===== config.mk =====
export PLATFORM = sky130hd
export DESIGN_NAME = socket_supply_clock_control
export DESIGN_NICKNAME = d
export VERILOG_FILES = /design/src/rtl/socket_supply_pkg.sv /design/src/rtl/socket_idle_monitor.sv /design/src/rtl/socket_supply_clock_control.sv
export SDC_FILE = /design/constraint.sdc
export NUM_CORES = 1
export LEC_CHECK = 0
export BUFFER_PORTS_ARGS = -buffer_cell sky130_fd_sc_hd__buf_2
export CORE_MARGIN = 4
export CORE_UTILIZATION = 48
export CTS_BUF_LIST = sky130_fd_sc_hd__clkbuf_16
export DETAILED_ROUTE_END_ITERATION = 10
export PLACE_DENSITY_LB_ADDON = 0.3
export SLEW_MARGIN = 25
export SYNTH_ARGS = -nofsm -noshare
export SYNTH_HDL_FRONTEND = slang
export SYNTH_SLANG_ARGS = --single-unit

===== constraint.sdc =====
create_clock -name REF_CLK -period 3.5 [get_ports REF_CLK]
set_input_delay 0.7 -clock REF_CLK [delete_from_list [all_inputs] [get_ports REF_CLK]]
set_output_delay 0.7 -clock REF_CLK [all_outputs]
set_load 0.1 [all_outputs]

===== src/rtl/socket_supply_pkg.sv =====
package socket_supply_pkg;

  localparam logic [7:0] PRESENT_STATE_OFS = 8'h08;
  localparam logic [7:0] FORCE_EVENT_OFS = 8'h0C;
  localparam logic [7:0] SUPPLY_CONTROL_OFS = 8'h10;

  localparam int POLICY_BIT = 7;
  localparam int CARD_SUPPLY_LSB = 4;
  localparam int PROGRAM_SUPPLY_LSB = 0;
  localparam int ONE_BIT = 10;
  localparam int INTERROGATE_BIT = 14;
  localparam int FORCE_CAP_LSB = 10;
  localparam int PRESENT_CAP_LSB = 10;
  localparam int PRESENT_BAD_REQ_BIT = 9;
  localparam int PRESENT_CARD_BIT = 0;

  localparam logic [31:0] SUPPLY_CONTROL_RESET = 32'h0000_0000;
  localparam logic [2:0] SUPPLY_OFF = 3'h0;
  localparam logic [2:0] SUPPLY_12V = 3'h1;
  localparam logic [2:0] SUPPLY_5V = 3'h2;
  localparam logic [2:0] SUPPLY_3V3 = 3'h3;
  localparam logic [2:0] SUPPLY_XV = 3'h4;
  localparam logic [2:0] SUPPLY_YV = 3'h5;

  localparam int IDLE_CLOCKS = 8;
  localparam logic [3:0] IDLE_COUNT_MAX = 4'(IDLE_CLOCKS);

  typedef struct packed {
    logic clock_stop_policy;
    logic [2:0] card_supply_request;
    logic [2:0] program_supply_request;
  } supply_ctrl_type;

  // Capability order: YV, XV, 3.3 V, 5 V, matching force bits 13..10.
  typedef struct packed {
    logic yv;
    logic xv;
    logic v3;
    logic v5;
  } card_caps_type;

  localparam supply_ctrl_type SUPPLY_CTRL_RESET = '{1'b0, SUPPLY_OFF, SUPPLY_OFF};
  localparam card_caps_type CAPS_RESET = '{1'b0, 1'b0, 1'b0, 1'b0};

endpackage


===== src/rtl/socket_idle_monitor.sv =====
`timescale 1ns/1ps
module socket_idle_monitor (
  input wire logic clk,
  input wire logic rst,
  input wire logic socket_busy,
  input wire logic host_stop_prep,
  input wire logic clock_stop_policy,
  output logic stop_allowed_r
);

  logic [3:0] idle_count_r;
  logic [3:0] idle_count_nxt;
  logic stop_allowed_nxt;
  logic idle_done;

  always_comb begin
    idle_count_nxt = idle_count_r;
    if (socket_busy) begin
      idle_count_nxt = 4'h0;
    end else if (idle_count_r != socket_supply_pkg::IDLE_COUNT_MAX) begin
      idle_count_nxt = idle_count_r + 4'h1;
    end
    idle_done = (idle_count_nxt == socket_supply_pkg::IDLE_COUNT_MAX);
    // The host clock-run state only gates the card clock when the policy bit is clear.
    stop_allowed_nxt = idle_done && (clock_stop_policy || host_stop_prep);
  end

  always_ff @(posedge clk or posedge rst) begin
    if (rst) begin
      idle_count_r <= 4'h0;
      stop_allowed_r <= 1'b0;
    end else begin
      idle_count_r <= idle_count_nxt;
      stop_allowed_r <= stop_allowed_nxt;
    end
  end
endmodule


===== src/rtl/socket_supply_clock_control.sv =====
// Chosen here: the plain strobed port.
`timescale 1ns/1ps
// Contract
// - Bit 10 reads one, other upper reserved zero.
// - Reserved bit 3 always reads zero.
// - Policy zero: idle eight clocks and host preparing.
// - Policy one: idle eight clocks, host state ignored.
// - Card supply field decode at bits 6..4.
// - Programming supply field decode at bits 2..0.
// - Supply fields survive host reset while events enabled.
// - Unsupported supply levels never reach power switch.
// - Interrogation trigger reloads caps, re-enables auto control.
// - Force capability bits write caps, disable auto control.
module socket_supply_clock_control (
  input wire logic REF_CLK,
  input wire logic RST,
  input wire logic HOST_RST,
  input wire logic PME_ENABLE,
  input wire logic [7:0] REG_ADDR,
  input wire logic [31:0] REG_WDATA,
  input wire logic REG_WR,
  input wire logic REG_RD,
  output logic [31:0] REG_RDATA,
  input wire logic CARD_PRESENT,
  input wire logic [3:0] CARD_CAPS,
  input wire logic SOCKET_BUSY,
  input wire logic HOST_STOP_PREP,
  output logic [2:0] CARD_SUPPLY_OUT,
  output logic [2:0] PROGRAM_SUPPLY_OUT,
  output logic CARD_CLOCK_STOP_OK
);

  socket_supply_pkg::supply_ctrl_type ctrl_r;
  socket_supply_pkg::supply_ctrl_type ctrl_nxt;
  socket_supply_pkg::card_caps_type caps_r;
  socket_supply_pkg::card_caps_type caps_nxt;
  logic auto_power_r;
  logic auto_power_nxt;
  logic bad_request_r;
  logic bad_request_nxt;
  logic [2:0] card_out_r;
  logic [2:0] card_out_nxt;
  logic [2:0] program_out_r;
  logic [2:0] program_out_nxt;
  logic [31:0] rdata_r;
  logic [31:0] rdata_nxt;
  logic wr_control;
  logic wr_force;
  logic card_ok;
  logic program_ok;

  // Supply level allowed for a card with the given capabilities.
  function automatic logic level_ok(input logic [2:0] code,
                                    input socket_supply_pkg::card_caps_type caps);
    logic ok;
    ok = 1'b0;
    unique case (code)
      socket_supply_pkg::SUPPLY_5V: ok = caps.v5;
      socket_supply_pkg::SUPPLY_3V3: ok = caps.v3;
      socket_supply_pkg::SUPPLY_XV: ok = caps.xv;
      socket_supply_pkg::SUPPLY_YV: ok = caps.yv;
      default: ok = 1'b0;
    endcase
    return ok;
  endfunction

  // Read image of the control register with its fixed reserved bits.
  function automatic logic [31:0] control_image(input socket_supply_pkg::supply_ctrl_type c);
    logic [31:0] img;
    img = 32'h0000_0000;
    img[socket_supply_pkg::ONE_BIT] = 1'b1;
    img[socket_supply_pkg::POLICY_BIT] = c.clock_stop_policy;
    img[socket_supply_pkg::CARD_SUPPLY_LSB +: 3] = c.card_supply_request;
    img[socket_supply_pkg::PROGRAM_SUPPLY_LSB +: 3] = c.program_supply_request;
    return img;
  endfunction

  assign wr_control = REG_WR && (REG_ADDR == socket_supply_pkg::SUPPLY_CONTROL_OFS);
  assign wr_force = REG_WR && (REG_ADDR == socket_supply_pkg::FORCE_EVENT_OFS);

  always_comb begin
    ctrl_nxt = ctrl_r;
    if (HOST_RST) begin
      // The policy bit is not context state, so host reset always clears it.
      ctrl_nxt.clock_stop_policy = 1'b0;
      if (!PME_ENABLE) begin
        ctrl_nxt.card_supply_request = socket_supply_pkg::SUPPLY_OFF;
        ctrl_nxt.program_supply_request = socket_supply_pkg::SUPPLY_OFF;
      end
    end else if (wr_control) begin
      // Only the writable fields are taken; reserved positions are rebuilt on read.
      ctrl_nxt.clock_stop_policy = REG_WDATA[socket_supply_pkg::POLICY_BIT];
      ctrl_nxt.card_supply_request = REG_WDATA[socket_supply_pkg::CARD_SUPPLY_LSB +: 3];
      ctrl_nxt.program_supply_request = REG_WDATA[socket_supply_pkg::PROGRAM_SUPPLY_LSB +: 3];
    end
  end

  always_comb begin
    caps_nxt = caps_r;
    auto_power_nxt = auto_power_r;
    if (HOST_RST) begin
      caps_nxt = socket_supply_pkg::CAPS_RESET;
      auto_power_nxt = 1'b1;
    end else if (wr_force && REG_WDATA[socket_supply_pkg::INTERROGATE_BIT]) begin
      caps_nxt = CARD_CAPS;
      auto_power_nxt = 1'b1;
    end else if (wr_force && (REG_WDATA[socket_supply_pkg::FORCE_CAP_LSB +: 4] != 4'h0)) begin
      caps_nxt = REG_WDATA[socket_supply_pkg::FORCE_CAP_LSB +: 4];
      auto_power_nxt = 1'b0;
    end else if (auto_power_r) begin
      // Under automatic control the capabilities track the sensed card.
      caps_nxt = CARD_CAPS;
    end
  end

  always_comb begin
    card_ok = CARD_PRESENT && level_ok(ctrl_r.card_supply_request, caps_r);
    program_ok = card_ok;
    unique case (ctrl_r.program_supply_request)
      socket_supply_pkg::SUPPLY_OFF: program_ok = 1'b1;
      socket_supply_pkg::SUPPLY_12V: program_ok = card_ok;
      default: program_ok = card_ok && level_ok(ctrl_r.program_supply_request, caps_r);
    endcase
    // A refused request drives the switch off rather than holding a stale level.
    card_out_nxt = card_ok ? ctrl_r.card_supply_request : socket_supply_pkg::SUPPLY_OFF;
    program_out_nxt = (card_ok && program_ok) ? ctrl_r.program_supply_request
                                              : socket_supply_pkg::SUPPLY_OFF;
    bad_request_nxt = (ctrl_r.card_supply_request != socket_supply_pkg::SUPPLY_OFF && !card_ok)
                      || !program_ok;
  end

  always_comb begin
    rdata_nxt = 32'h0000_0000;
    if (REG_RD) begin
      unique case (REG_ADDR)
        socket_supply_pkg::SUPPLY_CONTROL_OFS: rdata_nxt = control_image(ctrl_r);
        socket_supply_pkg::PRESENT_STATE_OFS: begin
          rdata_nxt[socket_supply_pkg::PRESENT_CAP_LSB +: 4] = caps_r;
          rdata_nxt[socket_supply_pkg::PRESENT_BAD_REQ_BIT] = bad_request_r;
          rdata_nxt[socket_supply_pkg::PRESENT_CARD_BIT] = CARD_PRESENT;
        end
        default: rdata_nxt = 32'h0000_0000;
      endcase
    end
  end

  // Global reset clears everything except auto_power_r, which it sets to one; the host reset is handled synchronously above.
  always_ff @(posedge REF_CLK or posedge RST) begin
    if (RST) begin
      ctrl_r <= socket_supply_pkg::SUPPLY_CTRL_RESET;
      caps_r <= socket_supply_pkg::CAPS_RESET;
      auto_power_r <= 1'b1;
      bad_request_r <= 1'b0;
      card_out_r <= socket_supply_pkg::SUPPLY_OFF;
      program_out_r <= socket_supply_pkg::SUPPLY_OFF;
      rdata_r <= 32'h0000_0000;
    end else begin
      ctrl_r <= ctrl_nxt;
      caps_r <= caps_nxt;
      auto_power_r <= auto_power_nxt;
      bad_request_r <= bad_request_nxt;
      card_out_r <= card_out_nxt;
      program_out_r <= program_out_nxt;
      rdata_r <= rdata_nxt;
    end
  end

  socket_idle_monitor idle_monitor (
    .clk(REF_CLK),
    .rst(RST),
    .socket_busy(SOCKET_BUSY),
    .host_stop_prep(HOST_STOP_PREP),
    .clock_stop_policy(ctrl_r.clock_stop_policy),
    .stop_allowed_r(CARD_CLOCK_STOP_OK)
  );

  assign REG_RDATA = rdata_r;
  assign CARD_SUPPLY_OUT = card_out_r;
  assign PROGRAM_SUPPLY_OUT = program_out_r;
endmodule


==> summary.md <==
| Metric | Value |
|---|---|
| RSZ-0062 raised after global routing | false |
| Worst-Margin Slew | 833 ps |
| Antenna diode count | 0 |
| Nets@finish | 282 |
| Synth Area per Inst | approximately 10 sq um |
| Die Wd | 69.1 um |
| Antenna Violating Nets Remaining | 0 |
| Total power | about 0.0011 W |
| Syn-to-layout area delta | 22.6% |
| Crit path arrival time | approximately 2200 ps |
| CTS clock-pin slew for the worst setup and hold paths | approximately 50 ps |
| Synth Warn # | 0 |
| # clock sinks | 36 |
| Fill cells | 311 |
| Design area | 0.00219 sq mm |
| Die area | 0.00477 sq mm |
| Wire per inst | between 10 and 15 um |
| Postcts setup bufs | 0 |
| Max-slew violation count | 0 |
| Status | finished clean |
| Vias in the first global route | 1243 |
| Clock latency on the worst-skew pair | 270 ps |
| Htree depth | 2 |
| Leakage | 1.20 nW |
| Total track usage | 14.7% |
| Vias | 1261 |
| Final min period | 2090 ps |
| Share of layout cells above drive strength 1 | slightly below 30% |
| Clock buffer depth | 2 |
| Crit share post-route | 59.7% |
| Number of cell rows | 21 |
| Pre-antenna DRT Iters | 4 |
| Gpl congestion | approximately 0.77 |
| First-pass GRT wire length | 5.72 mm |
| CP Capture Type | flip-flop |
| Netlist cell types | 43 |
| Final design utilization | 63.2% |
| Hpwl dp | between 2 and 3 mm |
| # setup viols final | 0 |
| Slew HR | 44.1% |
| Root buf cell | clkbuf_16 |
| I/O Pins | 92 |
| FMAX | around 480 MHz |
| Buffers on Ports | 51 |
| Starting DRC count in detailed routing | between 40 and 50 |
| Worst setup path class | in -> reg |
| GRT overflow | 0 |
| Final Hold Fails | 0 |
| Pin count of the biggest net entering global routing | 26 |
| Number of enable flip-flop cells after synthesis | 0 |
| Post-synthesis instance total | between 150 and 200 |
| Post-DP Area | slightly above 0.002 sq mm |
| Startpoint types | input pin |
| Cell area after synthesis | approximately 0.0018 sq mm |
| Setup TNS Final | 0 ps |
| Pwr/cell area | 488 mW/mm^2 |
| Die Span Y | 69.1 um |
| Sequential share of the synthesized area | 50.4% |
| CTS tree | done |
| VDD IR max | 233 uV |
| Cts repair resizes | 0 |
| Max Cap Violations | 0 |
| Hold Crit Class | reg -> reg |
| Clock Skew | 3.02 ps |
| Initial Util | approximately 52% |
| Vias per std cell | 4.60 |
| Core area | approximately 0.0035 sq mm |
| CTS Hold Bufs | 0 |
| Final wirelength | roughly 3.3 mm |
| CP required | around 3700 ps |
| Initial antenna violation count | 0 |
| Ys async rst share | 100% |
| Seq cells post-synth | 36 |
| Detailed-route DRC error count | 0 |
| CTS buffer count | 5 |
| Ys flop type | dfrtp_1 |
| CP Max Fanout | 4 |
==> flip-flops by register name, summed over array words and instances, names as in the netlist <==
register and flops:
REG_RDATA 12, ctrl_r 7, caps_r 4, idle_monitor.idle_count_r 4
CARD_SUPPLY_OUT 3, PROGRAM_SUPPLY_OUT 3, auto_power_r 1, bad_request_r 1
idle_monitor.stop_allowed_r 1
==> path summary, 6_finish.rpt <==
check / cells after the start / slack (ps) / end / start
worst max-delay path: 5 / 1410 / caps_r[3]$_DFFE_PP0P_ / REG_WDATA[11]
worst min-delay path: 1 / 450 / REG_RDATA[9]$_DFF_PP0_ / bad_request_r$_DFF_PP0_
worst max register to register: 4 / 2000 / idle_monitor.stop_allowed_r$_DFF_PP0_ / idle_monitor.idle_count_r[0]$_DFF_PP0_
worst min register to register: 1 / 450 / REG_RDATA[9]$_DFF_PP0_ / bad_request_r$_DFF_PP0_
max in group asynchronous: 3 / 2410 / ctrl_r[1]$_DFFE_PP0P_ / RST
min in group asynchronous: 2 / 490 / CARD_SUPPLY_OUT[1]$_DFF_PP0_ / RST
==> synthesized netlist by cell type (3+ instances only) <==
library cell	n	share of area [%]
nor3_1	3	0.84
mux2_1	4	2.5
mux2i_1	15	8.4
nor2_1	11	2.3
buf_4	20	8.4
a21oi_1	3	0.84
and3_1	6	2.1
nand2_1	17	3.6
dfrtp_1	35	49
inv_1	15	3.1
and2_1	5	1.7
nand2b_1	4	1.4
==> routing by layer <==
| layer | global-route usage (%) | share of wire (%) | routed length, um |
|---|---|---|---|
| met1 | 18.4 | 42 | 1380 |
| met2 | 24.4 | 51 | 1680 |
| met3 | 3.49 | 6.6 | 220 |
| met4 | 5.86 | 1.1 | 36 |
| met5 | 0 | 0 | 0 |
==> stage by stage <==
| stage | hold slack, ps | worst slack, ps | std cells |
|---|---|---|---|
| after floorplan | 428 | 1300 | 190 |
| after global placement | 437 | 1140 | 266 |
| after detailed placement | 443 | 1130 | 266 |
| after CTS | 455 | 1410 | 274 |
| after global routing | 501 | 1290 | 274 |
| final | 452 | 1410 | 274 |
==> logic make-up after synthesis <==
group           share of synthesized area, %
fa+ha+maj                               1.40
mux                                     10.9
flops                                   50.4
other cells                            0.210
xor+xnor                               0.979
compound gates                          4.62
buf+inv                                 12.4
simple gates                            19.0
==> layout make-up <==
cell class	count	area (sq um)	area share [%]
Sequential cell	36	902	41.1
Clock buffer	5	125	5.70
Tap cell	46	57.6	2.62
Inverter	16	60.1	2.74
Timing Repair Buffer	53	270	12.3
Multi-Input combinational cell	115	736	33.5
Clock inverter	3	42.5	1.94
==> worst max-delay path: stages <==
cell	delay, ps
buf_2	100
or4_4	530
or2_0	210
a211o_1	360
mux2_1	340
==> cells in the final DEF, fill, tap and decap left out, types with 3 or more instances in the layout <==
master and n:
nor3_1 3, mux2_1 4, clkbuf_16 5, and2_1 5, mux2i_1 15, dfrtp_1 35, and3_1 6, nand2b_1 4
buf_2 51, conb_1 20, nor2_1 11, a21oi_1 3, inv_1 14, nand2_1 17
==> power breakdown <==
group,switching [W],internal [W],leakage (nW)
Combinational,0.000126,0.0000268,0.631
Clock,0.000155,0.000334,0.0798
Sequential,0.00000578,0.000423,0.493
Power figures use the tool's default switching activity.
